`src/rcr_pkg.sv`:
```
`default_nettype none
package rcr_pkg;
   // register byte addresses
   localparam logic [31:0] RCR_ADDR_MAP_CTRL   = 32'hFFFF0220;
   localparam logic [31:0] RCR_ADDR_CAUSE      = 32'hFFFF0230;
   localparam logic [31:0] RCR_ADDR_CAUSE_CLR  = 32'hFFFF0234;
   localparam logic [31:0] RCR_ADDR_KEY_FIRST  = 32'hFFFF0248;
   localparam logic [31:0] RCR_ADDR_RET_CFG    = 32'hFFFF024C;
   localparam logic [31:0] RCR_ADDR_KEY_SECOND = 32'hFFFF0250;
   localparam logic [31:0] RCR_ADDR_IRQ_STAT   = 32'hFFFF0260;
   localparam logic [31:0] RCR_ADDR_IRQ_MASK   = 32'hFFFF0264;

   // unlock keys, reset values and the retention write mask
   localparam logic [7:0]  RCR_KEY_FIRST       = 8'h76;
   localparam logic [7:0]  RCR_KEY_SECOND      = 8'hB1;
   localparam logic [2:0]  RCR_CAUSE_RST       = 3'h1;
   localparam logic [7:0]  RCR_CFG_RST         = 8'h00;
   localparam logic [7:0]  RCR_CFG_WMASK       = 8'h05;
   localparam logic [4:0]  RCR_IRQ_RST         = 5'h00;

   // memory map control fields
   localparam int          RCR_MAP_SRAM_BIT    = 0;
   localparam int          RCR_SRAM_SMALL_BIT  = 3;
   localparam int          RCR_FLASH_SMALL_BIT = 4;
   localparam logic [1:0]  RCR_DBG_DEBUG       = 2'h0;
   localparam logic [1:0]  RCR_DBG_GPIO        = 2'h2;

   // reset cause fields
   localparam int          RCR_CAUSE_POR       = 0;
   localparam int          RCR_CAUSE_WDT       = 1;
   localparam int          RCR_CAUSE_SW        = 2;

   // retention fields
   localparam int          RCR_CFG_GPIO        = 0;
   localparam int          RCR_CFG_DAC         = 2;

   // interrupt event positions
   localparam int          RCR_EV_SW           = 0;
   localparam int          RCR_EV_WDT          = 1;
   localparam int          RCR_EV_EXT          = 2;
   localparam int          RCR_EV_COMMIT       = 3;
   localparam int          RCR_EV_ABORT        = 4;

   // key sequence states
   typedef enum logic [1:0] {
      RCR_KEY_IDLE  = 2'b00,
      RCR_KEY_ARMED = 2'b01,
      RCR_KEY_HELD  = 2'b10
   } rcr_key_state_t;
endpackage : rcr_pkg
`default_nettype wire

```
`src/rcr_reset_remap_ctrl.sv`:
```
// Decided for this implementation: the strobed register port.
`timescale 1ns/1ps
`default_nettype none
module rcr_reset_remap_ctrl
   import rcr_pkg::*;
(
   // clock and reset
   input  wire logic        clk,
   input  wire logic        rst,
   // register port
   input  wire logic [31:0] addr,
   input  wire logic [31:0] wdata,
   input  wire logic        wr,
   input  wire logic        rd,
   output logic      [31:0] rdata,
   // reset events of the chip
   input  wire logic        ext_reset_evt,
   input  wire logic        wdt_reset_evt,
   output logic             sw_reset_req,
   // straps
   input  wire logic        boot_strap_pin,
   input  wire logic        flash_small,
   input  wire logic        sram_small,
   // memory map and shared pins
   output logic             sram_at_zero,
   output logic             debug_port_en,
   // peripheral retention
   output logic             gpio_retain,
   output logic             dac_retain,
   output logic             gpio_restore,
   output logic             dac_restore,
   // interrupt
   output logic             irq
);

   // state
   logic [31:0]    rdata_r;
   logic           sw_fire_r;
   logic [2:0]     cause_r;
   logic [2:0]     cause_nxt;
   logic           map_sram_r;
   logic           strap_r;
   logic           load_pend_r;
   logic [1:0]     dbg_sel_r;
   logic [1:0]     dbg_sel_nxt;
   logic           dbg_en_r;
   rcr_key_state_t key_r;
   rcr_key_state_t key_nxt;
   logic [7:0]     cfg_hold_r;
   logic [7:0]     cfg_r;
   logic           commit;
   logic           abort;
   logic           gpio_rest_r;
   logic           dac_rest_r;
   logic [4:0]     stat_r;
   logic [4:0]     stat_nxt;
   logic [4:0]     mask_r;
   logic           irq_r;

   // address decode
   wire sel_map  = (addr == RCR_ADDR_MAP_CTRL);
   wire sel_cau  = (addr == RCR_ADDR_CAUSE);
   wire sel_clr  = (addr == RCR_ADDR_CAUSE_CLR);
   wire sel_key1 = (addr == RCR_ADDR_KEY_FIRST);
   wire sel_cfg  = (addr == RCR_ADDR_RET_CFG);
   wire sel_key2 = (addr == RCR_ADDR_KEY_SECOND);
   wire sel_stat = (addr == RCR_ADDR_IRQ_STAT);
   wire sel_mask = (addr == RCR_ADDR_IRQ_MASK);
   wire sel_hit  = sel_map | sel_cau | sel_clr | sel_key1 | sel_cfg | sel_key2 | sel_stat | sel_mask;

   // write and read strobes per register
   wire wr_map   = wr & sel_map;
   wire wr_cau   = wr & sel_cau;
   wire wr_clr   = wr & sel_clr;
   wire wr_key1  = wr & sel_key1;
   wire wr_cfg   = wr & sel_cfg;
   wire wr_key2  = wr & sel_key2;
   wire wr_mask  = wr & sel_mask;
   wire wr_hit   = wr & sel_hit;
   wire rd_stat  = rd & sel_stat;
   wire key1_ok  = wr_key1 & (wdata[7:0] == RCR_KEY_FIRST);
   wire key2_ok  = wr_key2 & (wdata[7:0] == RCR_KEY_SECOND);

   // any reset the chip goes through while this block keeps running
   wire sw_force = wr_cau & wdata[RCR_CAUSE_SW];
   wire warm_rst = ext_reset_evt | wdt_reset_evt | sw_fire_r;
   wire soft_rst = wdt_reset_evt | sw_fire_r;

   // cause flags: a set in the same cycle as its clear wins
   wire [2:0] cause_set = {sw_force, wdt_reset_evt, 1'b0};
   wire [2:0] cause_clr = wr_clr ? wdata[2:0] : 3'h0;
   assign cause_nxt = (cause_r & ~cause_clr) | cause_set;

   // debug select follows the strap: low keeps the debug port
   assign dbg_sel_nxt = strap_r ? RCR_DBG_GPIO : RCR_DBG_DEBUG;

   // interrupt events and read-to-clear status
   wire [4:0] events = {abort, commit, ext_reset_evt, wdt_reset_evt, sw_fire_r};
   assign stat_nxt = (rd_stat ? 5'h00 : stat_r) | events;

   // read data selection, unmapped and write-only addresses read zero
   wire [7:0] map_rd = {3'h0, flash_small, sram_small, dbg_sel_r, map_sram_r};
   wire [7:0] rd_mux = sel_map  ? map_rd :
                       sel_cau  ? {5'h00, cause_r} :
                       sel_cfg  ? cfg_r :
                       sel_stat ? {3'h0, stat_r} :
                       sel_mask ? {3'h0, mask_r} : 8'h00;

   // read data stand only in the cycle after the strobe
   always_ff @(posedge clk) begin
      if (rst) begin
         rdata_r <= 32'h0000_0000;
      end else begin
         rdata_r <= rd ? {24'h00_0000, rd_mux} : 32'h0000_0000;
      end
   end

   // software reset request is a one-cycle pulse to the chip
   always_ff @(posedge clk) begin
      if (rst) begin
         sw_fire_r <= 1'b0;
      end else begin
         sw_fire_r <= sw_force;
      end
   end

   // cause flags survive warm resets; only power-on loads them
   always_ff @(posedge clk) begin
      if (rst) begin
         cause_r <= RCR_CAUSE_RST;
      end else begin
         cause_r <= cause_nxt;
      end
   end

   // map bit: reset wins over a write in the same cycle
   always_ff @(posedge clk) begin
      if (rst || warm_rst) begin
         map_sram_r <= 1'b0;
      end else if (wr_map) begin
         map_sram_r <= wdata[RCR_MAP_SRAM_BIT];
      end
   end

   // strap caught while any reset is active, loaded one cycle later
   always_ff @(posedge clk) begin
      if (rst || warm_rst) begin
         strap_r <= boot_strap_pin;
      end
   end

   always_ff @(posedge clk) begin
      load_pend_r <= rst | warm_rst;
   end

   // debug select and its pin routing update together
   always_ff @(posedge clk) begin
      if (rst) begin
         dbg_sel_r <= RCR_DBG_DEBUG;
         dbg_en_r  <= 1'b1;
      end else if (load_pend_r) begin
         dbg_sel_r <= dbg_sel_nxt;
         dbg_en_r  <= (dbg_sel_nxt == RCR_DBG_DEBUG);
      end
   end

   // key sequence; any other write to this block except a repeated first key before the value write breaks it
   always_comb begin
      key_nxt = key_r;
      commit  = 1'b0;
      abort   = 1'b0;
      if (wr_hit) begin
         case (key_r)
            RCR_KEY_IDLE: begin
               if (key1_ok) begin
                  key_nxt = RCR_KEY_ARMED;
               end
            end
            RCR_KEY_ARMED: begin
               if (wr_cfg) begin
                  key_nxt = RCR_KEY_HELD;
               end else if (!key1_ok) begin
                  key_nxt = RCR_KEY_IDLE;
                  abort   = 1'b1;
               end
            end
            RCR_KEY_HELD: begin
               key_nxt = RCR_KEY_IDLE;
               if (key2_ok) begin
                  commit = 1'b1;
               end else begin
                  abort = 1'b1;
               end
            end
            default: begin
               key_nxt = RCR_KEY_IDLE;
            end
         endcase
      end
   end

   // a reset of any kind drops a half-done sequence
   always_ff @(posedge clk) begin
      if (rst || warm_rst) begin
         key_r <= RCR_KEY_IDLE;
      end else begin
         key_r <= key_nxt;
      end
   end

   // candidate value waits here until the second key arrives
   always_ff @(posedge clk) begin
      if (rst) begin
         cfg_hold_r <= RCR_CFG_RST;
      end else if (key_r == RCR_KEY_ARMED && wr_cfg) begin
         cfg_hold_r <= wdata[7:0];
      end
   end

   // retention survives watchdog and software resets, not external ones
   always_ff @(posedge clk) begin
      if (rst || ext_reset_evt) begin
         cfg_r <= RCR_CFG_RST;
      end else if (commit) begin
         cfg_r <= cfg_hold_r & RCR_CFG_WMASK;
      end
   end

   // peripheral restore pulses, suppressed on watchdog and software resets where retention is on
   always_ff @(posedge clk) begin
      if (rst) begin
         gpio_rest_r <= 1'b1;
         dac_rest_r  <= 1'b1;
      end else begin
         gpio_rest_r <= ext_reset_evt | (soft_rst & ~cfg_r[RCR_CFG_GPIO]);
         dac_rest_r  <= ext_reset_evt | (soft_rst & ~cfg_r[RCR_CFG_DAC]);
      end
   end

   // interrupt status, mask and level output
   always_ff @(posedge clk) begin
      if (rst) begin
         stat_r <= RCR_IRQ_RST;
         mask_r <= RCR_IRQ_RST;
         irq_r  <= 1'b0;
      end else begin
         stat_r <= stat_nxt;
         if (wr_mask) begin
            mask_r <= wdata[4:0];
         end
         irq_r  <= |(stat_nxt & (wr_mask ? wdata[4:0] : mask_r));
      end
   end

   // outputs straight from flip-flops
   assign rdata         = rdata_r;
   assign sw_reset_req  = sw_fire_r;
   assign sram_at_zero  = map_sram_r;
   assign debug_port_en = dbg_en_r;
   assign gpio_retain   = cfg_r[RCR_CFG_GPIO];
   assign dac_retain    = cfg_r[RCR_CFG_DAC];
   assign gpio_restore  = gpio_rest_r;
   assign dac_restore   = dac_rest_r;
   assign irq           = irq_r;
endmodule : rcr_reset_remap_ctrl
`default_nettype wire

```
`config.mk`:
```
export PLATFORM = sky130hd
export DESIGN_NAME = rcr_reset_remap_ctrl
export DESIGN_NICKNAME = d
export VERILOG_FILES = /design/src/rcr_pkg.sv /design/src/rcr_reset_remap_ctrl.sv
export SDC_FILE = /design/constraint.sdc
export NUM_CORES = 1
export LEC_CHECK = 0
export BUFFER_PORTS_ARGS = -buffer_cell sky130_fd_sc_hd__buf_2
export CORE_UTILIZATION = 32
export CTS_CLUSTER_SIZE = 8
export DETAILED_ROUTE_END_ITERATION = 10
export MAX_ROUTING_LAYER = met4
export PLACE_DENSITY = 0.7
export SLEW_MARGIN = 20
export SYNTH_ARGS = -nofsm -noshare
export SYNTH_HDL_FRONTEND = slang
export SYNTH_SLANG_ARGS = --single-unit
```
`constraint.sdc`:
```
create_clock -name clk -period 2.6 [get_ports clk]
set_input_delay 0.13 -clock clk [delete_from_list [all_inputs] [get_ports clk]]
set_output_delay 0.13 -clock clk [all_outputs]
set_load 0.01 [all_outputs]
```
==> run metrics <==
post-CTS setup buffer count 0; ant diodes 0; largest family of logic cells by synthesized area simple AND/OR/NAND/NOR gates; Clk Latency, worst-skew pair 0.29 ns; Mapped Avg Cell Area 8.684 um2; Worst Skew 0.001878 ns; unrepaired setup endpoints after global routing no; Die ar. 6255 um2; CTS Sinks 33; routed wire length per instance 13.18 um; grt ovf 0; DPL Wire Length 3740 um; vias in the first global route 1658; top cells by area, synth dfxtp_1, buf_4, mux2i_1, nor2_1, a21oi_1; Critical Path RT 2.76 ns; antenna-violating nets left 0; post-synth top area share 33.68%; maximum vdd ir drop 202.7 uV; FF/Latch Area 670.6 um2; TritonRoute pass-1 iters 4; H-Tree Depth 2; slowest CP cell or4_1; first-pass GRT wire length 7548 um; Post-Synth Simple-Gate Area 28.75%; DR DRC count 0; final net count 360; FILL cells 599; Compound-Gate Fraction of Synth Area 12.83%; final max-slew violation count 0; Root Buffer clkbuf_8; RD Place Congestion 0.8556; most numerous cell in the Yosys netlist dfxtp_1; area of the multi-input gates 1072 um2; pwr/cell area 437.7 nW/um2; Inserted Clock Buffers 5; final core occ 40.70%; worst hold path type in2reg; num rows 27; Async S/R FF share, synth 0%; crit share post-route 90.96%; synth unique cells 46; Finished Cell Area 2282 um2; Die H 79.09 um; mux share of post-synthesis cell area 7.039%; Post-synth EDFFs 1; Ports 113; largest net degree at the start of global routing 23; GR Util All Layers 16.34%; xor-xnor portion of the synthesized cell area 0.4605%; Initial Util 33.91%; critical path peak fanout 6; Core Region 5608 um2; post-route minimum period 2.365 ns; Critical Path Sink Type register; share of layout cells above drive strength 1 28.77%; Worst path top cell family by delay simple AND/OR/NAND/NOR gates; final wirelength 4704 um; Post-Syn Area 1902 um2; Post-Syn Instances 219; sequential area share after synthesis 35.26%; Via density 5.003; CTS Buffer Depth 2; # setup viols final 0; Reg clk slew, reported paths 0.06 ns; CTS Hold Bufs 0; Synth area leader dfxtp_1; Die X 79.09 um; worst hold margin 0.01642 ns; initial antenna violation count 0; status finished, final reports clean; Initial DRC Count 121; DP Area 2202 um2; leak pwr 0.9864 nW; worst stage delay on the critical path 0.67 ns; crit start category primary input; Syn-to-layout area delta 20.00%; top_reg_cell synth dfxtp_1; Synth top cells by count dfxtp_1, buf_4, nor2_1; Adder-Cell Fraction of Synth Area 1.974%; Crit path buffers/inverters 2; Setup CP Type in2reg; Seq cells post-synth 33; final hold violations 0; crit-path cells buf_2, or4_4, or4_1, buf_4, nor4_2, and3_1, mux2i_1, nor2_1; WP data arrival 2.53 ns; Max-Cap Viols 0; TritonCTS clock tree done; count of buffers from port buffering 61; maximum clock rate 422.9 MHz; DR vias 1786; Yosys warnings 0; CTS resizes 0
[stage by stage]
step	cells	setup TNS, ns	power [mW]	worst slack (ns)
after global routing	357	0	1.041	0.1405
after global placement	349	-0.09651	0.6445	-0.04377
final	357	0	0.9988	0.2352
after detailed placement	349	-0.2027	0.6459	-0.05366
after floorplan	245	0	0.6177	0.2176
after CTS	357	0	1.006	0.2307
[final timing paths]
check	start	endpoint	slack, ns	depth (start not counted)
max reg2reg	key_r[0]	irq	1.06	5
min	boot_strap_pin	strap_r	0.02	1
max	addr[10]	cfg_hold_r[2]	0.24	8
min reg2reg	cause_r[0]	cause_r[0]	0.46	2
[cell families after synthesis]
| kind of cell | after synthesis |
|---|---|
| AOI/OAI and AO/OA | 36 |
| xor gates and xnor gates | 1 |
| adders and majority gates | 3 |
| buffers and inverters | 41 |
| DFF | 33 |
| muxes | 13 |
| other | 1 |
| and+or+nand+nor | 91 |
[flip-flops by register name (all words and copies together), names as in the netlist, 2 cells and up]
| name | flops |
|---|---|
| cause_r | 3 |
| key_r | 2 |
| mask_r | 5 |
| cfg_r | 2 |
| cfg_hold_r | 2 |
| rdata | 5 |
| stat_r | 5 |
[area by class of cell]
cell class                      count  share of cell area, %
Sequential cell                    33                  29.39
Inverter                            7                  1.151
Multi-Input combinational cell    171                  46.98
Clock buffer                        8                  3.509
Timing Repair Buffer               66                  15.02
Tap cell                           72                  3.947
[cells in the final DEF (no fill, tap or decap), types with 3 or more instances in the layout]
master,n
a21oi_1,11
a22oi_1,7
and2_1,4
and3_1,3
buf_2,61
buf_4,5
clkbuf_1,3
clkbuf_8,5
conb_1,27
dfxtp_1,32
ha_1,3
inv_1,7
mux2i_1,10
nand2_1,13
nand2b_1,3
nand3_1,7
nand3b_1,4
nand4_1,7
nor2_1,19
nor3_1,7
nor4_2,3
o21ai_0,5
o21ai_1,4
or4_1,3
[where the power goes]
part | internal, mW | leakage, nW | switching, mW | total (mW)
Sequential | 0.517 | 0.270 | 0.00420 | 0.521
Combinational | 0.0447 | 0.677 | 0.0704 | 0.115
Clock | 0.190 | 0.0395 | 0.173 | 0.362
Total | 0.752 | 0.986 | 0.247 | 0.999
[per-layer routing]
metal,global-route usage (%),wire (um),vias to the layer above
li1,-,-,869
met5,-,0,-
met2,27.50,2326,71
met3,4.943,329,10
met1,17.99,1963,836
met4,6.545,85,0
No activity file was read; power rests on OpenSTA's default activity.
